$ cat src/hdl/sci_pkg.sv
// constants and types for the serial channel core
package sci_pkg;
    localparam int ADDR_W = 8;
    // ------------------------------------------------------------
    // register offsets
    // ------------------------------------------------------------
    localparam logic [7:0] OFS_FMT = 8'h00;
    localparam logic [7:0] OFS_DIV = 8'h04;
    localparam logic [7:0] OFS_CTL = 8'h08;
    localparam logic [7:0] OFS_TXD = 8'h0c;
    localparam logic [7:0] OFS_STS = 8'h10;
    localparam logic [7:0] OFS_RXD = 8'h14;
    // ------------------------------------------------------------
    // field positions
    // ------------------------------------------------------------
    localparam int FMT_SYNC  = 7;
    localparam int FMT_CHR7  = 6;
    localparam int FMT_PAR   = 5;
    localparam int FMT_ODD   = 4;
    localparam int FMT_STOP2 = 3;
    localparam int FMT_MP    = 2;
    localparam int FMT_CKS   = 0;
    localparam int CTL_TXEN  = 0;
    localparam int CTL_RXEN  = 1;
    localparam int CTL_MSB   = 2;
    localparam int CTL_EXT   = 3;
    localparam int CTL_TIE   = 4;
    localparam int CTL_TEIE  = 5;
    localparam int CTL_RIE   = 6;
    localparam int CTL_EIE   = 7;
    localparam int CTL_MPBT  = 8;
    localparam int STS_TX_BUFFER_EMPTY_FLAG  = 7;
    localparam int STS_RX_BUFFER_FULL_FLAG  = 6;
    localparam int STS_ORER  = 5;
    localparam int STS_FER   = 4;
    localparam int STS_PER   = 3;
    localparam int STS_TEND  = 2;
    localparam int STS_MPB   = 0;
    // ------------------------------------------------------------
    // reset values and timing
    // ------------------------------------------------------------
    localparam logic [7:0] RST_RXD = 8'h00;
    localparam logic [7:0] RST_TXD = 8'hff;
    localparam logic [7:0] RST_FMT = 8'h00;
    localparam logic [7:0] RST_DIV = 8'hff;
    localparam logic [8:0] RST_CTL = 9'h000;
    localparam logic [3:0] OVS_LAST = 4'hf;
    localparam logic [3:0] OVS_MID  = 4'h7;
    localparam logic [1:0] RESP_OKAY   = 2'h0;
    localparam logic [1:0] RESP_SLVERR = 2'h2;
    typedef enum logic [0:0] {TX_IDLE, TX_BUSY} tx_state_e;
    typedef enum logic [0:0] {RX_IDLE, RX_BUSY} rx_state_e;
endpackage

$ cat src/hdl/serial_comm_interface_core.sv
// serial channel core: async and clocked sync, axi4-lite registers
// Function
// - complete received frame moves to rx data buffer automatically
// - rx shifter accepts next frame right after that transfer
// - rx buffer is 8 bits, resets to zero, ignores writes
// - tx buffer is 8 bits, resets to all ones, always read/write
// - empty tx shifter loads tx buffer and starts sending
// - waiting data loads at frame end with no gap
// - tx shifter drives txd pin, not reachable by software
// - format bit 7 selects async (0) or clocked sync (1)
// - async bit 6 selects 8 or 7 data bits, 7 lsb first
// - clocked sync always uses 8 data bits
// - async bit 5 adds parity on send, checks on receive
// - multiprocessor format disables parity generation and checking
// - bit 4 selects even (0) or odd (1) parity
// - async bit 3 selects one or two sent stop bits
// - receiver checks first stop only; low after it starts frame
// - lsb or msb first selectable, 7-bit async always lsb
// - four requests: tx end, tx empty, rx full, rx error
// - async detects parity, overrun, framing; sync overrun only
// - transmitter and receiver run independently, full duplex
// - transfer clock from baud generator or external sck pin
// - format bits 1:0 select clock, clock/4, clock/16, clock/64
// - async bit 2 enables multiprocessor format, parity ignored
`timescale 1ns/100ps
`default_nettype none
module serial_comm_interface_core (
    input  wire logic                      ref_clk_i,
    input  wire logic                      rstn_i,
    input  wire logic [sci_pkg::ADDR_W-1:0] awaddr_i,
    input  wire logic                      awvalid_i,
    output logic                           awready_o,
    input  wire logic [31:0]               wdata_i,
    input  wire logic [3:0]                wstrb_i,
    input  wire logic                      wvalid_i,
    output logic                           wready_o,
    output logic [1:0]                     bresp_o,
    output logic                           bvalid_o,
    input  wire logic                      bready_i,
    input  wire logic [sci_pkg::ADDR_W-1:0] araddr_i,
    input  wire logic                      arvalid_i,
    output logic                           arready_o,
    output logic [31:0]                    rdata_o,
    output logic [1:0]                     rresp_o,
    output logic                           rvalid_o,
    input  wire logic                      rready_i,
    input  wire logic                      rxd_i,
    output logic                           txd_o,
    input  wire logic                      sck_i,
    output logic                           sck_o,
    output logic                           sck_oe_o,
    output logic                           irq_tx_end_o,
    output logic                           irq_tx_empty_o,
    output logic                           irq_rx_full_o,
    output logic                           irq_rx_err_o
);
    import sci_pkg::*;

    function automatic logic [7:0] rev8(input logic [7:0] v);
        for (int i = 0; i < 8; i++)
            rev8[i] = v[7-i];
    endfunction

    function automatic logic mapped(input logic [7:0] a);
        mapped = (a == OFS_FMT) || (a == OFS_DIV) || (a == OFS_CTL) ||
                 (a == OFS_TXD) || (a == OFS_STS) || (a == OFS_RXD);
    endfunction

    // ------------------------------------------------------------
    // reset release and pin synchronisers
    // ------------------------------------------------------------
    logic rst_meta_q, rst_n;
    logic rxd_m_q, rxd_s_q, rxd_p_q, sck_m_q, sck_s_q, sck_p_q;
    always_ff @(posedge ref_clk_i or negedge rstn_i)
        if (!rstn_i)
        begin
            rst_meta_q <= 1'h0;
            rst_n      <= 1'h0;
        end
        else
        begin
            rst_meta_q <= 1'h1;
            rst_n      <= rst_meta_q;
        end
    always_ff @(posedge ref_clk_i or negedge rst_n)
        if (!rst_n)
        begin
            {rxd_m_q, rxd_s_q, rxd_p_q} <= 3'h7;
            {sck_m_q, sck_s_q, sck_p_q} <= 3'h7;
        end
        else
        begin
            {rxd_m_q, rxd_s_q, rxd_p_q} <= {rxd_i, rxd_m_q, rxd_s_q};
            {sck_m_q, sck_s_q, sck_p_q} <= {sck_i, sck_m_q, sck_s_q};
        end

    // ------------------------------------------------------------
    // axi4-lite slave
    // ------------------------------------------------------------
    logic       aw_have_q, w_have_q, awready_q, wready_q, bvalid_q;
    logic       arready_q, rvalid_q;
    logic [7:0] waddr_q;
    logic [31:0] wdata_q, rdata_q;
    logic [3:0] wstrb_q;
    logic [1:0] bresp_q, rresp_q;
    logic       aw_take, w_take, wr_fire, ar_take, rd_rx;
    logic       aw_have_d, w_have_d, bvalid_d, rvalid_d;
    assign aw_take   = awvalid_i & awready_q;
    assign w_take    = wvalid_i & wready_q;
    assign wr_fire   = aw_have_q & w_have_q & ~bvalid_q;
    assign aw_have_d = (aw_have_q | aw_take) & ~wr_fire;
    assign w_have_d  = (w_have_q | w_take) & ~wr_fire;
    assign bvalid_d  = (bvalid_q & ~bready_i) | wr_fire;
    assign ar_take   = arvalid_i & arready_q;
    assign rvalid_d  = (rvalid_q & ~rready_i) | ar_take;
    assign rd_rx     = ar_take & (araddr_i == OFS_RXD);
    always_ff @(posedge ref_clk_i or negedge rst_n)
        if (!rst_n)
        begin
            {aw_have_q, w_have_q, awready_q, wready_q} <= 4'h0;
            {bvalid_q, arready_q, rvalid_q} <= 3'h0;
            waddr_q <= 8'h00;
            wdata_q <= 32'h0;
            wstrb_q <= 4'h0;
            bresp_q <= RESP_OKAY;
        end
        else
        begin
            aw_have_q <= aw_have_d;
            w_have_q  <= w_have_d;
            awready_q <= ~aw_have_d & ~bvalid_d;
            wready_q  <= ~w_have_d & ~bvalid_d;
            bvalid_q  <= bvalid_d;
            rvalid_q  <= rvalid_d;
            arready_q <= ~rvalid_d;
            if (aw_take)
                waddr_q <= awaddr_i;
            if (w_take)
            begin
                wdata_q <= wdata_i;
                wstrb_q <= wstrb_i;
            end
            if (wr_fire)
                bresp_q <= mapped(waddr_q) ? RESP_OKAY : RESP_SLVERR;
        end
    assign awready_o = awready_q;
    assign wready_o  = wready_q;
    assign bvalid_o  = bvalid_q;
    assign bresp_o   = bresp_q;
    assign arready_o = arready_q;
    assign rvalid_o  = rvalid_q;
    assign rdata_o   = rdata_q;
    assign rresp_o   = rresp_q;

    // ------------------------------------------------------------
    // configuration registers
    // ------------------------------------------------------------
    logic [7:0] fmt_q, div_q, tx_data_q, rx_data_q;
    logic [8:0] ctl_q;
    logic       wr_lo;
    assign wr_lo = wr_fire & wstrb_q[0];
    always_ff @(posedge ref_clk_i or negedge rst_n)
        if (!rst_n)
        begin
            fmt_q <= RST_FMT;
            div_q <= RST_DIV;
            ctl_q <= RST_CTL;
        end
        else
        begin
            if (wr_lo && waddr_q == OFS_FMT)
                fmt_q <= wdata_q[7:0];
            if (wr_lo && waddr_q == OFS_DIV)
                div_q <= wdata_q[7:0];
            if (wr_lo && waddr_q == OFS_CTL)
                ctl_q[7:0] <= wdata_q[7:0];
            if (wr_fire && wstrb_q[1] && waddr_q == OFS_CTL)
                ctl_q[CTL_MPBT] <= wdata_q[CTL_MPBT];
        end
    always_ff @(posedge ref_clk_i or negedge rst_n)
        if (!rst_n)
            tx_data_q <= RST_TXD;
        else if (wr_lo && waddr_q == OFS_TXD)
            tx_data_q <= wdata_q[7:0];
    logic sync_m, chr7, mp_m, par_m, has_x, msb, ext;
    assign sync_m = fmt_q[FMT_SYNC];
    assign chr7   = ~sync_m & fmt_q[FMT_CHR7];
    assign mp_m   = ~sync_m & fmt_q[FMT_MP];
    assign par_m  = ~sync_m & fmt_q[FMT_PAR] & ~mp_m;
    assign has_x  = mp_m | par_m;
    assign msb    = ctl_q[CTL_MSB] & ~chr7;
    assign ext    = ctl_q[CTL_EXT];

    // ------------------------------------------------------------
    // baud generator and transfer clock
    // ------------------------------------------------------------
    logic [5:0] pre_q, pre_lim;
    logic [7:0] bcnt_q;
    logic       sck_q, itick, run, srise, sfall, atick, tx_act;
    always_comb
        case (fmt_q[FMT_CKS +: 2])
            2'h0:    pre_lim = 6'h00;
            2'h1:    pre_lim = 6'h03;
            2'h2:    pre_lim = 6'h0f;
            default: pre_lim = 6'h3f;
        endcase
    assign itick = (pre_q == pre_lim) && (bcnt_q == 8'h00);
    always_ff @(posedge ref_clk_i or negedge rst_n)
        if (!rst_n)
        begin
            pre_q  <= 6'h00;
            bcnt_q <= 8'h00;
        end
        else if (pre_q == pre_lim)
        begin
            pre_q  <= 6'h00;
            bcnt_q <= (bcnt_q == 8'h00) ? div_q : bcnt_q - 8'h01;
        end
        else
            pre_q <= pre_q + 6'h01;
    logic tx_buffer_empty_flag_q;
    assign run = sync_m & ~ext & (tx_act | ctl_q[CTL_RXEN] |
                 (~tx_buffer_empty_flag_q & ctl_q[CTL_TXEN]));
    always_ff @(posedge ref_clk_i or negedge rst_n)
        if (!rst_n)
            sck_q <= 1'h1;
        else if (!run)
            sck_q <= 1'h1;
        else if (itick)
            sck_q <= ~sck_q;
    // ext selects the pin edges as transfer clock
    assign srise = ext ? (sck_s_q & ~sck_p_q) : (itick & run & ~sck_q);
    assign sfall = ext ? (~sck_s_q & sck_p_q) : (itick & run & sck_q);
    assign atick = ext ? (sck_s_q & ~sck_p_q) : itick;
    always_ff @(posedge ref_clk_i or negedge rst_n)
        if (!rst_n)
        begin
            sck_o    <= 1'h1;
            sck_oe_o <= 1'h0;
        end
        else
        begin
            sck_o    <= sck_q;
            sck_oe_o <= sync_m & ~ext;
        end

    // ------------------------------------------------------------
    // transmitter
    // ------------------------------------------------------------
    tx_state_e   tx_st_q;
    logic [3:0]  tx_os_q, tx_cnt_q, tx_len;
    logic [11:0] tx_sh_q, tx_frame;
    logic [7:0]  td, tw;
    logic        tx_step, tx_load, tx_end, tx_x;
    assign tx_act = (tx_st_q == TX_BUSY);
    assign td = msb ? rev8(tx_data_q) : tx_data_q;
    assign tw = chr7 ? {1'h0, td[6:0]} : td;
    assign tx_x = !has_x ? 1'h1 : mp_m ? ctl_q[CTL_MPBT] :
                  (^tw) ^ fmt_q[FMT_ODD];
    always_comb
    begin
        if (sync_m)
        begin
            tx_frame = {4'hf, td};
            tx_len   = 4'h8;
        end
        else
        begin
            // trailing ones form the stop bits
            tx_frame = chr7 ? {3'h7, tx_x, td[6:0], 1'h0}
                            : {2'h3, tx_x, td, 1'h0};
            tx_len   = 4'h2 + (chr7 ? 4'h7 : 4'h8) + {3'h0, has_x} +
                       {3'h0, fmt_q[FMT_STOP2]};
        end
    end
    assign tx_step = ctl_q[CTL_TXEN] & (sync_m ? sfall :
                     (atick & (tx_os_q == OVS_LAST)));
    assign tx_load = tx_step & (tx_cnt_q == 4'h0) & ~tx_buffer_empty_flag_q;
    assign tx_end  = tx_step & (tx_cnt_q == 4'h0) & tx_buffer_empty_flag_q & tx_act;
    always_ff @(posedge ref_clk_i or negedge rst_n)
        if (!rst_n)
            tx_os_q <= 4'h0;
        else if (atick)
            tx_os_q <= tx_os_q + 4'h1;
    always_ff @(posedge ref_clk_i or negedge rst_n)
        if (!rst_n)
        begin
            tx_st_q  <= TX_IDLE;
            tx_cnt_q <= 4'h0;
            tx_sh_q  <= 12'hfff;
            txd_o    <= 1'h1;
        end
        else if (!ctl_q[CTL_TXEN])
        begin
            tx_st_q  <= TX_IDLE;
            tx_cnt_q <= 4'h0;
            txd_o    <= 1'h1;
        end
        else if (tx_step)
        begin
            if (tx_cnt_q != 4'h0)
            begin
                txd_o    <= tx_sh_q[0];
                tx_sh_q  <= {1'h1, tx_sh_q[11:1]};
                tx_cnt_q <= tx_cnt_q - 4'h1;
            end
            else if (!tx_buffer_empty_flag_q)
            begin
                txd_o    <= tx_frame[0];
                tx_sh_q  <= {1'h1, tx_frame[11:1]};
                tx_cnt_q <= tx_len - 4'h1;
                tx_st_q  <= TX_BUSY;
            end
            else
            begin
                txd_o   <= 1'h1;
                tx_st_q <= TX_IDLE;
            end
        end

    // ------------------------------------------------------------
    // receiver
    // ------------------------------------------------------------
    rx_state_e   rx_st_q;
    logic [11:0] rx_sh_q, rx_new, al;
    logic [3:0]  rx_os_q, rx_n_q, rx_len;
    logic [7:0]  rraw, rdat;
    logic        rx_smp, rx_fin, rx_bad, rx_xb, rx_stop;
    assign rx_len = sync_m ? 4'h8 :
                    4'h2 + (chr7 ? 4'h7 : 4'h8) + {3'h0, has_x};
    assign rx_smp = ctl_q[CTL_RXEN] & (sync_m ? srise :
                    (rx_st_q == RX_BUSY) & atick & (rx_os_q == OVS_MID));
    assign rx_new = {rxd_s_q, rx_sh_q[11:1]};
    assign rx_bad = ~sync_m & (rx_n_q == 4'h0) & rxd_s_q;
    assign rx_fin = rx_smp & ~rx_bad & (rx_n_q == rx_len - 4'h1);
    assign al      = rx_new >> (4'hc - rx_len);
    assign rraw    = sync_m ? al[7:0] : chr7 ? {1'h0, al[7:1]} : al[8:1];
    assign rdat    = msb ? rev8(rraw) : rraw;
    assign rx_xb   = chr7 ? al[8] : al[9];
    assign rx_stop = al[rx_len - 4'h1];
    always_ff @(posedge ref_clk_i or negedge rst_n)
        if (!rst_n)
        begin
            rx_st_q <= RX_IDLE;
            rx_os_q <= 4'h0;
            rx_n_q  <= 4'h0;
            rx_sh_q <= 12'h000;
        end
        else if (!ctl_q[CTL_RXEN])
        begin
            rx_st_q <= RX_IDLE;
            rx_n_q  <= 4'h0;
        end
        else if (!sync_m && rx_st_q == RX_IDLE)
        begin
            if (rxd_p_q && !rxd_s_q)
            begin
                rx_st_q <= RX_BUSY;
                rx_os_q <= 4'h0;
                rx_n_q  <= 4'h0;
            end
        end
        else
        begin
            if (atick)
                rx_os_q <= rx_os_q + 4'h1;
            if (rx_smp)
            begin
                rx_sh_q <= rx_new;
                rx_n_q  <= rx_fin ? 4'h0 : rx_n_q + 4'h1;
                if (rx_fin || rx_bad)
                    rx_st_q <= RX_IDLE;
            end
        end

    // ------------------------------------------------------------
    // rx buffer, status flags and requests
    // ------------------------------------------------------------
    logic rx_buffer_full_flag_q, orer_q, fer_q, per_q, tend_q, mpb_q, sts_w;
    assign sts_w = wr_lo & (waddr_q == OFS_STS);
    always_ff @(posedge ref_clk_i or negedge rst_n)
        if (!rst_n)
            rx_data_q <= RST_RXD;
        else if (rx_fin && !rx_buffer_full_flag_q)
            rx_data_q <= rdat;
    always_ff @(posedge ref_clk_i or negedge rst_n)
        if (!rst_n)
        begin
            {tx_buffer_empty_flag_q, tend_q} <= 2'h3;
            {rx_buffer_full_flag_q, orer_q, fer_q, per_q, mpb_q} <= 5'h00;
        end
        else
        begin
            if (tx_load)
                tx_buffer_empty_flag_q <= 1'h1;
            else if (wr_lo && waddr_q == OFS_TXD)
                tx_buffer_empty_flag_q <= 1'h0;
            if (tx_end)
                tend_q <= 1'h1;
            else if (wr_lo && waddr_q == OFS_TXD)
                tend_q <= 1'h0;
            if (rx_fin && !rx_buffer_full_flag_q)
                rx_buffer_full_flag_q <= 1'h1;
            else if (rd_rx || (sts_w && wdata_q[STS_RX_BUFFER_FULL_FLAG]))
                rx_buffer_full_flag_q <= 1'h0;
            if (rx_fin && rx_buffer_full_flag_q)
                orer_q <= 1'h1;
            else if (sts_w && wdata_q[STS_ORER])
                orer_q <= 1'h0;
            if (rx_fin && !rx_buffer_full_flag_q && !sync_m && !rx_stop)
                fer_q <= 1'h1;
            else if (sts_w && wdata_q[STS_FER])
                fer_q <= 1'h0;
            if (rx_fin && !rx_buffer_full_flag_q && par_m &&
                ((^rraw) ^ fmt_q[FMT_ODD] ^ rx_xb))
                per_q <= 1'h1;
            else if (sts_w && wdata_q[STS_PER])
                per_q <= 1'h0;
            if (rx_fin && !rx_buffer_full_flag_q && mp_m)
                mpb_q <= rx_xb;
        end
    always_ff @(posedge ref_clk_i or negedge rst_n)
        if (!rst_n)
            {irq_tx_end_o, irq_tx_empty_o, irq_rx_full_o, irq_rx_err_o}
                <= 4'h0;
        else
        begin
            irq_tx_end_o   <= tend_q & ctl_q[CTL_TEIE];
            irq_tx_empty_o <= tx_buffer_empty_flag_q & ctl_q[CTL_TIE];
            irq_rx_full_o  <= rx_buffer_full_flag_q & ctl_q[CTL_RIE];
            irq_rx_err_o   <= (orer_q | fer_q | per_q) & ctl_q[CTL_EIE];
        end
    always_ff @(posedge ref_clk_i or negedge rst_n)
        if (!rst_n)
        begin
            rdata_q <= 32'h0;
            rresp_q <= RESP_OKAY;
        end
        else if (ar_take)
        begin
            rresp_q <= mapped(araddr_i) ? RESP_OKAY : RESP_SLVERR;
            case (araddr_i)
                OFS_FMT: rdata_q <= {24'h0, fmt_q};
                OFS_DIV: rdata_q <= {24'h0, div_q};
                OFS_CTL: rdata_q <= {23'h0, ctl_q};
                OFS_TXD: rdata_q <= {24'h0, tx_data_q};
                OFS_RXD: rdata_q <= {24'h0, rx_data_q};
                OFS_STS: rdata_q <= {24'h0, tx_buffer_empty_flag_q, rx_buffer_full_flag_q, orer_q, fer_q,
                                     per_q, tend_q, 1'h0, mpb_q};
                default: rdata_q <= 32'h0;
            endcase
        end
endmodule
`default_nettype wire

$ cat config.mk
export PLATFORM = sky130hd
export DESIGN_NAME = serial_comm_interface_core
export DESIGN_NICKNAME = d
export VERILOG_FILES = /design/src/hdl/sci_pkg.sv /design/src/hdl/serial_comm_interface_core.sv
export SDC_FILE = /design/constraint.sdc
export NUM_CORES = 1
export LEC_CHECK = 0
export BUFFER_PORTS_ARGS = -buffer_cell sky130_fd_sc_hd__buf_2
export CAP_MARGIN = 30
export CORE_ASPECT_RATIO = 0.8
export CORE_UTILIZATION = 65
export CTS_BUF_LIST = sky130_fd_sc_hd__clkbuf_4
export DETAILED_ROUTE_END_ITERATION = 12
export PLACE_DENSITY = 0.95
export SETUP_SLACK_MARGIN = 0.1
export SYNTH_ARGS = -nofsm -noshare
export SYNTH_HDL_FRONTEND = slang
export SYNTH_SLANG_ARGS = --single-unit
$ cat constraint.sdc
create_clock -name ref_clk_i -period 7.7 [get_ports ref_clk_i]
set_input_delay 1.925 -clock ref_clk_i [delete_from_list [all_inputs] [get_ports ref_clk_i]]
set_output_delay 1.925 -clock ref_clk_i [all_outputs]
set_load 0.005 [all_outputs]
Word level (Yosys, flattened, before mapping)

Index checks and enable logic that the tools add are counted.

Bits in registers: 182
Bits in latches: 0
RAM bits: 0
Bits in read-only memories: 0
Input port bits: 61
Logic and storage cells: 290
Memories: 0

$add $sub $neg: 12
Multiply operators: 0
Divide/modulo/power cells: 0
Order comparisons: 1
Equality and inequality tests: 25
Shift operators: 1
Mux-type cells: 65
Bitwise gates (word level): 75
Reduce and logical (&&, ||, !) cells: 59

Operators with widths:

| operator              | count |
|---|---|
| $mux W4               | 14 |
| $pmux W9 S6           | 1 |
| $mux W8               | 6 |
| $and A1 B1 Y1         | 44 |
| $mux W1               | 35 |
| $eq A8 B4 Y1 const B  | 4 |
| $eq A8 B5 Y1 const B  | 4 |
| $logic_not A8 Y1      | 3 |
| $mux W12              | 2 |
| $logic_and A1 B1 Y1   | 20 |
| $mux W10              | 2 |
| $not A1 Y1            | 19 |
| $pmux W6 S3           | 1 |
| $eq A8 B3 Y1 const B  | 2 |
| $reduce_xor A8 Y1     | 2 |
| $reduce_bool A2 Y1    | 7 |
| $add A4 B1 Y4 const B | 3 |
| $logic_or A1 B1 Y1    | 12 |
| $reduce_and A3 Y1     | 4 |
| $shr A12 B4 Y12       | 1 |
| $sub A4 B1 Y4 const B | 3 |
| $or A1 B1 Y1          | 9 |
| $add A4 B1 Y4         | 2 |
| $logic_not A4 Y1      | 2 |
| 23 further kinds      | 36 |

Longest topological paths before layout

Gate-level depths: netlist of the first run.

Depth in word-level cells: 16
Gate-level depth with buffers: 20
Depth with buffers taken out: 15

Worst setup path before layout of the first run

Ideal clock, no wire load.

Kind: register to register
Start point: register fmt_q[7]
End point: register per_q
Setup time: 0.083 ns
Arrival: 5.079 ns
Data required time: 7.617 ns
Path slack: 2.538 ns
Cell stages (with the launch flop): 20
Period minus slack after synthesis: 5.162 ns
Path through: dfrtp_1 clkbuf_1 clkbuf_1 clkbuf_1 clkbuf_1 nor2_1 ha_1 nor2b_1 buf_4 clkbuf_1 inv_1 ha_1 clkbuf_1 mux4_2 mux2i_1 or3_1 o21ai_1 xnor3_1 xnor3_1 o21ai_0

Longest elaborated chain between the ends: 16

Ends and longest elaborated chain:

| what                                                   | line                              | RTL |
|---|---|---|
| start, declared                                        | serial_comm_interface_core.sv:158 | `logic [7:0] fmt_q, div_q, tx_data_q, rx_data_q;` |
| start signal, assigned                                 | serial_comm_interface_core.sv:172 | `fmt_q <= wdata_q[7:0];` |
| branches (longest 14 deep; another with $add A2 B4 Y4) | n/a                               |  |
| $logic_and A1 B1 Y1 *                                  | serial_comm_interface_core.sv:414 | `if (rx_fin && !rx_buffer_full_flag_q && par_m &&` |
| $mux W1 or $reduce_bool A2 Y1 (tied branches)          | n/a                               |  |
| end signal, assigned                                   | serial_comm_interface_core.sv:390 | `{rx_buffer_full_flag_q, orer_q, fer_q, per_q, mpb_q} <= 5'h00;` |
| end signal, assigned                                   | serial_comm_interface_core.sv:416 | `per_q <= 1'h1;` |
| end signal, assigned                                   | serial_comm_interface_core.sv:418 | `per_q <= 1'h0;` |
| end, declared                                          | serial_comm_interface_core.sv:379 | `logic rx_buffer_full_flag_q, orer_q, fer_q, per_q, tend_q, mpb_q, sts_w;` |

Mark *: on every way between the ends.
A chain may end at the register's enable or synchronous reset.

Worst setup path after layout of the first run

Ends and elaborated chain as after synthesis.

==> results of run 1 <==
## layout make-up
cell class                      count  share of cell area
Inverter                           32              0.0133
Clock inverter                     15              0.0146
Clock buffer                       17              0.0141
Timing Repair Buffer               67              0.0417
Multi-Input combinational cell    591               0.465
Sequential cell                   153               0.428
Tap cell                          171              0.0236
## cells in the final DEF, fill, tap and decap left out, types with 22 or more instances in the layout
cell     instances
nand2_1         77
mux2_2          76
dfrtp_1        116
xnor2_1         22
buf_2           58
o21ai_0         45
nor2_1          65
dfstp_2         36
a21oi_1         41
conb_1          26
inv_1           29
mux2i_1         29
## worst max-delay path by stage
| stage | from | end | cells after the start |
|---|---|---|---|
| 4_1_cts | fmt_q[7]$_DFFE_PN0P_ | per_q$_DFFE_PN0P_ | 15 |
| 3_3_place_gp | fmt_q[7]$_DFFE_PN0P_ | per_q$_DFFE_PN0P_ | 16 |
| 5_1_grt | fmt_q[7]$_DFFE_PN0P_ | per_q$_DFFE_PN0P_ | 15 |
| 3_5_place_dp | fmt_q[7]$_DFFE_PN0P_ | per_q$_DFFE_PN0P_ | 15 |
| 6_report | fmt_q[7]$_DFFE_PN0P_ | per_q$_DFFE_PN0P_ | 15 |
| 2_1_floorplan | fmt_q[7]$_DFFE_PN0P_ | per_q$_DFFE_PN0P_ | 19 |
## layer usage
| metal | up-vias | GRT usage |
|---|---|---|
| li1 | 2973 | - |
| met1 | 3257 | 0.440 |
| met2 | 402 | 0.471 |
| met3 | 71 | 0.0607 |
| met4 | 0 | 0.118 |
| met5 | - | 0 |
## power groups by stage
stage                     sequential (W)  clock (W)  combinational (W)
after floorplan                  0.00107          0           0.000438
after global placement           0.00112          0           0.000514
after detailed placement         0.00113          0           0.000545
after CTS                        0.00112   0.000472           0.000550
after global routing             0.00113   0.000506           0.000625
final                            0.00112   0.000467           0.000564
## logic make-up (layout without fill, tap and decap cells)
| family | after synthesis | in the layout | synth area share |
|---|---|---|---|
| fa+ha+maj | 13 | 13 | 0.0193 |
| mux | 113 | 113 | 0.156 |
| buf+inv | 87 | 131 | 0.0526 |
| xor+xnor | 33 | 33 | 0.0391 |
| other cells | 2 | 26 | 0.000890 |
| flops | 153 | 153 | 0.459 |
| compound gates | 174 | 174 | 0.138 |
| simple gates | 232 | 232 | 0.135 |
## flip-flops by register name (all words and copies together), names as in the netlist, 2 cells and up
register,cells
fmt_q,8
waddr_q,8
wdata_q,9
div_q,8
rx_n_q,4
tx_data_q,8
rx_data_q,8
tx_sh_q,9
ctl_q,9
rx_sh_q,11
wstrb_q,2
tx_cnt_q,4
bcnt_q,8
rx_os_q,4
tx_os_q,4
rdata_o,9
pre_q,6
## metrics by stage
step,area [um^2],power [W],setup slack (ns)
2_1_floorplan,8530,0.00151,2.54
3_3_place_gp,8770,0.00163,2.95
3_5_place_dp,8770,0.00168,2.76
4_1_cts,9030,0.00214,2.70
5_1_grt,9060,0.00227,2.23
6_report,9060,0.00215,2.63
==> results.sh, run 1 <==
export IMPL_path_max_fanout=40
export IMPL_syn2layout_area_growth_pct=7.37
export IMPL_period_share=0.658
export IMPL_drt_met1_wl_um=8030
export IMPL_maxSlewViolCount=0
export IMPL_grt_usage=0.310
export IMPL_p_per_area_nw_per_um2=237
export IMPL_vias_per_cell=6.41
export IMPL_start_util=0.679
export IMPL_worstSetupPathType="flip-flop to flip-flop"
export IMPL_clock_sinks=153
export IMPL_die_area_um2=13400
export IMPL_dp_hpwl_um=13800
export IMPL_path_delay_family="XOR/XNOR gates"
export IMPL_leakage_nw=4.10
export IMPL_fillers=807
export IMPL_cts_hold_buffers_added=0
export IMPL_cts_resized=0
export IMPL_min_period_ns=5.07
export IMPL_max_vdd_ir_drop_uv=197
export IMPL_vias=6703
export IMPL_r2r_end="per_q$_DFFE_PN0P_"
export IMPL_htree_num_levels=4
export IMPL_power_internal_w=0.00135
export IMPL_placed_cells=1013
export IMPL_switching_share=0.372
export IMPL_cts_buffer_depth=2
export IMPL_synthTopCellsByCount="dfrtp_1, nand2_1, mux2_2, nor2_1, o21ai_0"
export IMPL_post_cts_buffers=0
export IMPL_route_met3_wl_um=1900
export IMPL_synth_top_area_frac=0.347
export IMPL_synth_edf_count=0
export IMPL_yosys_warnings=0
export IMPL_grt_max_degree=80
export IMPL_grt_pass1_wl_um=32000
export IMPL_startpoint_type="flip-flop"
export IMPL_power_frac_comb=0.263
export IMPL_wirelength_um=19600
export IMPL_drive_above_1_share=0.263
export IMPL_required_ns=8.19
export IMPL_synth_area_top_cells="dfrtp_1, dfstp_2, mux2_2"
export IMPL_rsz0062_at_grt="no"
export IMPL_skew_ns=0.0199
export IMPL_nets=936
export IMPL_hold_path_class="flip-flop to async pin"
export IMPL_syn_inst=807
export IMPL_timing_slew_headroom=0.344
export IMPL_cpPeakStageDelay_ns=0.63
export IMPL_r2r_cells=15
export IMPL_port_buffers=58
export IMPL_whs_ns=0.197
export IMPL_cts_buffers=17
export IMPL_power_switching_w=0.000799
export IMPL_multi_input_area_um2=4210
export IMPL_post_route_drc_count=0
export IMPL_topRoutingLayerUsed="met4"
export IMPL_die_y_um=104
export IMPL_synthArstFlopShare=1.00
export IMPL_synth_seq_cells=153
export IMPL_drtIter0Drc=807
export IMPL_fp_dieW_um=129
export IMPL_syn_area_per_cell_um2=10.5
export IMPL_cts_tree="built"
export IMPL_fin_cells=1046
export IMPL_antenna_found_initial=0
export IMPL_slowest_stage="xnor2_1"
export IMPL_path_cells="buf_4, nand2b_1, inv_1, ha_1, nor2b_1, buf_4, inv_2, ha_1, xnor2_1, nand2_1, nor3_1, xnor2_1, xnor3_1, xnor3_1, o21ai_0"
export IMPL_clkPwrFrac=0.217
export IMPL_grt_ovfl_total=0
export IMPL_root_buffer="clkbuf_4"
export IMPL_power_frac_seq=0.520
export IMPL_gp_congestion=0.914
export IMPL_fin_tns_setup_ns=0
export IMPL_antenna_left=0
export IMPL_clkSlewWorstSetupHoldPaths_ns=0.14
export IMPL_synthFlopType="dfrtp_1"
export IMPL_drt_pass1_iterations=5
export IMPL_worst_r2r_setup_slack_ns=2.63
export IMPL_worst_pin_slew_ns=0.985
export IMPL_cp_num_buf_inv=4
export IMPL_crit_path_end_kind="flip-flop"
export IMPL_coreArea_um2=12400
export IMPL_core_rowCount=36
export IMPL_maxCapViolCount=0
export IMPL_antenna_cells=0
export IMPL_utilization=0.729
export IMPL_wl_per_cell_um=18.7
export IMPL_fmax_mhz=197
export IMPL_yosys_area_top_type="dfrtp_1"
export IMPL_seqCellArea_um2=3880
export IMPL_hold_viol_final=0
export IMPL_clk_latency_ns=0.58
export IMPL_syn_area_um2=8440
export IMPL_num_io_pins=109
export IMPL_synth_most_common_cell="dfrtp_1"
export IMPL_grt_pass1_vias=6253
export IMPL_setup_viol=0
export IMPL_r2r_start="fmt_q[7]$_DFFE_PN0P_"
export IMPL_synth_distinct_cells=68
export IMPL_outcome="finished, final reports clean"
export IMPL_arrival_ns=5.56
export IMPL_yosysSeqAreaShare=0.459
export IMPL_dr_wl_met2_um=9040
Note: power is estimated with default switching activity, not from simulation.
==> run 2: changes to the inputs <==
- CORE_UTILIZATION: 65 -> 55
- PLACE_DENSITY: 0.95 -> 0.89
- clock period: 7.7 -> 4.4 ns (I/O delays scaled with it)
==> run 2 against run 1 <==
  * Critical endpoint unchanged
  * Via count is 1.6% lower
  * Clock power is 110% higher
  * Register-to-register slack worse by 2.3 ns
  * The flow now finishes with violations (DRC)
  * Clock skew hardly changed
  * Core utilization fell by 12 points
  * Sequential cell count stayed put
  * Hold slack improved by 0.092 ns
  * Final cell count rose by 2.2%
  * Non-clock buffer count grew 6
  * Die area is 18% higher
  * First-iteration DRC count is 14% lower
  * Routed wire length down 1.5%
==> results.sh, run 2 (synthesis gave the netlist of run 1 again) <==
export IMPL_post_route_drc_count=1
export IMPL_cts_resized=0
export IMPL_start_util=0.562
export IMPL_power_internal_w=0.00259
export IMPL_dp_hpwl_um=13700
export IMPL_nets=942
export IMPL_final_cell_mix="dfrtp_1, nand2_1, mux2_2"
export IMPL_min_period_ns=4.06
export IMPL_required_ns=4.88
export IMPL_multi_input_area_um2=4240
export IMPL_clock_sinks=153
export IMPL_cts_buffers=17
export IMPL_htree_num_levels=4
export IMPL_outcome="complete, but fails checks"
export IMPL_period_share=0.923
export IMPL_drt_pass1_iterations=9
export IMPL_fp_dieW_um=141
export IMPL_arrival_ns=4.54
export IMPL_grt_ovfl_total=0
export IMPL_port_buffers=58
export IMPL_cts_buffer_depth=2
export IMPL_vias=6594
export IMPL_antenna_left=0
export IMPL_clkPwrFrac=0.249
export IMPL_placed_cells=1038
export IMPL_antenna_found_initial=0
export IMPL_core_rowCount=40
export IMPL_die_y_um=113
export IMPL_hold_path_class="primary input to async pin"
export IMPL_wl_per_cell_um=18.0
export IMPL_seqCellArea_um2=3880
export IMPL_layout_commonest_cell="dfrtp_1"
export IMPL_grt_pass1_vias=6252
export IMPL_grt_usage=0.257
export IMPL_clk_latency_ns=0.57
export IMPL_skew_ns=0.0196
export IMPL_cts_hold_buffers_added=0
export IMPL_power_frac_seq=0.499
export IMPL_antenna_cells=0
export IMPL_die_area_um2=15800
export IMPL_worst_pin_slew_ns=1.01
export IMPL_fillers=1160
export IMPL_drive_above_1_share=0.269
export IMPL_power_frac_comb=0.252
export IMPL_leakage_nw=4.16
export IMPL_power_switching_w=0.00133
export IMPL_syn2layout_area_growth_pct=9.06
export IMPL_wirelength_um=19300
export IMPL_largest_reg_flops=11
export IMPL_path_max_fanout=7
export IMPL_timing_slew_headroom=0.328
export IMPL_num_io_pins=109
export IMPL_max_vdd_ir_drop_uv=301
export IMPL_fin_cells=1069
export IMPL_dp_slack_ns=0.478
export IMPL_root_buffer="clkbuf_4"
export IMPL_maxSlewViolCount=0
export IMPL_crit_path_end_kind="flip-flop"
export IMPL_hold_viol_final=0
export IMPL_fin_ws_ns=0.338
export IMPL_regMostFlops="rx_sh_q"
export IMPL_cts_tree="built"
export IMPL_clkSlewWorstSetupHoldPaths_ns=0.13
export IMPL_vias_per_cell=6.17
export IMPL_maxCapViolCount=0
export IMPL_worstSetupPathType="flip-flop to flip-flop"
export IMPL_switching_share=0.340
export IMPL_p_per_area_nw_per_um2=426
export IMPL_fmax_mhz=246
export IMPL_gp_congestion=0.916
export IMPL_grt_max_degree=64
export IMPL_rsz0062_at_grt="no"
export IMPL_drtIter0Drc=692
export IMPL_grt_pass1_wl_um=31700
export IMPL_startpoint_type="flip-flop"
export IMPL_post_cts_buffers=0
export IMPL_coreArea_um2=15000
export IMPL_violations="DRC"
export IMPL_setup_viol=0
export IMPL_fin_tns_setup_ns=0
==> run 2: changes by cell type in the layout (fill, tap and decap cells not counted), sizes merged <==
| cell | previous run | this run |
|---|---|---|
| inv | 39 | 30 |
| clkinv | 6 | 10 |
| bufinv | 0 | 4 |
| buf | 67 | 73 |
==> run 2: metrics by stage <==
stage | power (W) | hold slack, ns | instance area [um^2] | utilization
floorplan | 0.00264 | 0.331 | 8550 | -
global route | 0.00414 | 0.254 | 9210 | 0.613
global placement | 0.00289 | 0.335 | 8860 | 0.590
detailed placement | 0.00295 | 0.338 | 8860 | 0.590
CTS | 0.00392 | 0.243 | 9190 | 0.612
finish | 0.00392 | 0.288 | 9210 | 0.613
==> run 2: final timing paths <==
path | start | to | slack (ns) | depth (start not counted)
min reg2reg | sck_m_q$_DFF_PN1_ | sck_s_q$_DFF_PN1_ | 0.37 | 0
min in group ref_clk_i | sck_m_q$_DFF_PN1_ | sck_s_q$_DFF_PN1_ | 0.37 | 0
max in group asynchronous | rst_n$_DFF_PN0_ | wstrb_q[1]$_DFFE_PN0P_ | 2.90 | 1
min | rstn_i | rst_meta_q$_DFF_PN0_ | 0.29 | 1
max reg2reg | fmt_q[7]$_DFFE_PN0P_ | per_q$_DFFE_PN0P_ | 0.34 | 14
max | fmt_q[7]$_DFFE_PN0P_ | per_q$_DFFE_PN0P_ | 0.34 | 14
==> run 2: area by class of cell <==
class,instances,area share
clock inverters,14,0.0219
multi-input cells,591,0.461
clock buffers,17,0.0139
repair buffers,73,0.0438
well taps,189,0.0257
inverters,32,0.0130
flip-flops and latches,153,0.421
==> run 2: power groups by stage <==
| stage | Clock (W) | Sequential, W | Combinational, W |
|---|---|---|---|
| 2_1_floorplan | 0 | 0.00187 | 0.000771 |
| 3_3_place_gp | 0 | 0.00196 | 0.000928 |
| 3_5_place_dp | 0 | 0.00197 | 0.000973 |
| 4_1_cts | 0.000997 | 0.00195 | 0.000979 |
| 5_1_grt | 0.00106 | 0.00199 | 0.00109 |
| 6_report | 0.000978 | 0.00196 | 0.000989 |
==> run 2: worst max-delay path, stage by stage, from the launching register on <==
cell and delay [ns]:
dfrtp_1 0.39, nand2b_1 0.20, inv_1 0.12, ha_1 0.31
nor2b_1 0.21, inv_2 0.14, ha_1 0.33, or4bb_1 0.48
o21ai_0 0.15, mux2i_1 0.17, or3_1 0.35, o21ai_1 0.15
xnor3_1 0.46, xnor3_1 0.36, o21ai_0 0.17
==> run 2: metal layers <==
layer	part of all wire	global-route usage
met5	0	0
met4	0.018	0.0899
met3	0.088	0.0605
met2	0.47	0.396
met1	0.43	0.358
==> run 3: changes to the inputs <==
- clock period: 4.4 -> 3.3 ns (I/O delays scaled with it)
==> run 3 against run 2 <==
  * Die area did not move
  * The flow finishes with violations (setup timing)
  * Via count grew 3.5%
  * Worst setup slack got worse by 0.40 ns
  * Routed wire length is 8.1% higher
  * Sequential cell count stayed put
  * Global-route usage increased by 1.2 points
  * Highest routed layer unchanged
==> results.sh, run 3 (synthesis gave the netlist of run 1 again) <==
export IMPL_drt_met1_wl_um=9020
export IMPL_layout_commonest_cell="dfrtp_1"
export IMPL_route_met3_wl_um=1780
export IMPL_core_rowCount=40
export IMPL_die_area_um2=15800
export IMPL_startpoint_type="flip-flop"
export IMPL_maxCapViolCount=0
export IMPL_max_vdd_ir_drop_uv=316
export IMPL_rsz0062_at_grt="yes"
export IMPL_cts_buffer_depth=2
export IMPL_leakage_nw=4.50
export IMPL_hold_path_class="primary input to flip-flop"
export IMPL_postPlaceCellArea_um2=9270
export IMPL_num_io_pins=109
export IMPL_required_ns=3.79
export IMPL_crit_path_end_kind="flip-flop"
export IMPL_gp_congestion=0.922
export IMPL_timing_slew_headroom=0.464
export IMPL_period_share=1.02
export IMPL_drive_above_1_share=0.364
export IMPL_die_y_um=113
export IMPL_wl_per_cell_um=18.4
export IMPL_vias_per_cell=6.03
export IMPL_min_period_ns=3.36
export IMPL_setup_viol=1
export IMPL_clkSlewWorstSetupHoldPaths_ns=0.13
export IMPL_p_per_area_nw_per_um2=530
export IMPL_whs_ns=0.334
export IMPL_largest_reg_flops=11
export IMPL_fmax_mhz=297
export IMPL_topRoutingLayerUsed="met4"
export IMPL_placed_cells=1079
export IMPL_htree_num_levels=4
export IMPL_root_buffer="clkbuf_4"
export IMPL_arrival_ns=3.85
export IMPL_grt_max_degree=66
export IMPL_coreArea_um2=15000
export IMPL_port_buffers=58
export IMPL_grt_pass1_vias=6402
export IMPL_seqCellArea_um2=3880
export IMPL_fillers=1068
export IMPL_grt_ovfl_total=0
export IMPL_path_max_fanout=2
export IMPL_final_cell_mix="dfrtp_1, nand2_1, mux2_2"
export IMPL_fin_cells=1131
export IMPL_antenna_cells=0
export IMPL_drt_pass1_iterations=7
export IMPL_worstSetupPathType="flip-flop to flip-flop"
export IMPL_start_util=0.562
export IMPL_vias=6825
export IMPL_finalPower_w=0.00527
export IMPL_worst_r2r_setup_slack_ns=-0.06
export IMPL_skew_ns=0.0229
export IMPL_hold_viol_final=0
export IMPL_clock_sinks=153
export IMPL_cts_buffers=17
export IMPL_final_area_um2=9940
export IMPL_utilization=0.662
export IMPL_antenna_found_initial=0
export IMPL_fin_ws_ns=-0.0622
export IMPL_antenna_left=0
export IMPL_clk_latency_ns=0.58
export IMPL_violations="setup timing"
export IMPL_fp_dieW_um=141
export IMPL_drtIter0Drc=662
export IMPL_dp_hpwl_um=14600
export IMPL_post_route_drc_count=0
export IMPL_multi_input_area_um2=4510
export IMPL_dr_wl_met2_um=9620
export IMPL_grt_usage=0.269
export IMPL_grt_pass1_wl_um=33000
export IMPL_nets=1003
export IMPL_wirelength_um=20800
export IMPL_regMostFlops="rx_sh_q"
export IMPL_maxSlewViolCount=0
export IMPL_worst_pin_slew_ns=0.802
export IMPL_syn2layout_area_growth_pct=17.7
export IMPL_cts_tree="built"
export IMPL_outcome="complete, but fails checks"
==> run 3: cell types whose count changed in the layout (fill, tap and decap cells not counted), moves of 6 or more <==
cell and change:
buf_4 +50, inv_1 -6, mux2i_1 -6, o21ai_0 -16, o21ai_1 +10, o21ai_2 +6
==> run 3: repair_timing <==
item / CTS / global route
endpoints found under the hold margin: 2 / 0
buffers inserted: 8 / 11
gates resized for setup: 26 / 36
hold buffers: 1 / 0
gates cloned: 0 / 1
pin swaps: 13 / 22
setup endpoints to repair: 15 / 23
==> run 3: cell type report <==
class	count	area share
multi-input combinational	592	0.454
sequential	153	0.390
timing repair buffer	133	0.0926
tap	189	0.0238
clock buffer	21	0.0159
inverter	32	0.0131
clock inverter	11	0.0101
==> run 3: final timing paths <==
kind | cells after the start | from | to
max | 16 | fmt_q[5]$_DFFE_PN0P_ | per_q$_DFFE_PN0P_
min | 1 | sck_i | sck_m_q$_DFF_PN1_
max reg2reg | 16 | fmt_q[5]$_DFFE_PN0P_ | per_q$_DFFE_PN0P_
min reg2reg | 0 | sck_m_q$_DFF_PN1_ | sck_s_q$_DFF_PN1_
max in group asynchronous | 1 | rst_n$_DFF_PN0_ | rxd_m_q$_DFF_PN1_
min in group asynchronous | 0 | rst_n$_DFF_PN0_ | irq_tx_end_o$_DFF_PN0_
==> run 3: where the power goes <==
| part | switching [W] | internal [W] |
|---|---|---|
| combinational | 0.000788 | 0.000781 |
| clock | 0.000678 | 0.000408 |
| sequential | 0.000400 | 0.00221 |
| total | 0.00187 | 0.00340 |
==> run 3: worst max-delay path, cell delays in order, from the launching register on <==
cell and delay, ns:
dfrtp_1 0.43, nor2_4 0.14, nor2_4 0.06, ha_4 0.26, nor2b_4 0.20, buf_6 0.13
inv_4 0.04, ha_4 0.22, or4bb_1 0.52, o21ai_2 0.11, mux2i_2 0.11, buf_4 0.16
xnor2_2 0.12, a22oi_2 0.20, xnor2_2 0.15, xnor3_1 0.32, o21ai_1 0.12
==> run 3: per-stage QoR <==
stage          setup TNS, ns  setup slack [ns]
6_report             -0.0622           -0.0622
5_1_grt               -0.313            -0.151
4_1_cts                    0            0.0379
3_5_place_dp           -1.49            -0.336
3_3_place_gp          -0.984            -0.289
2_1_floorplan          -1.62            -0.732
==> run 3: layer usage <==
metal	global-route usage	vias to the layer above
li1	-	3100
met3	0.0605	40
met5	0	-
met4	0.0870	0
met1	0.373	3348
met2	0.421	337
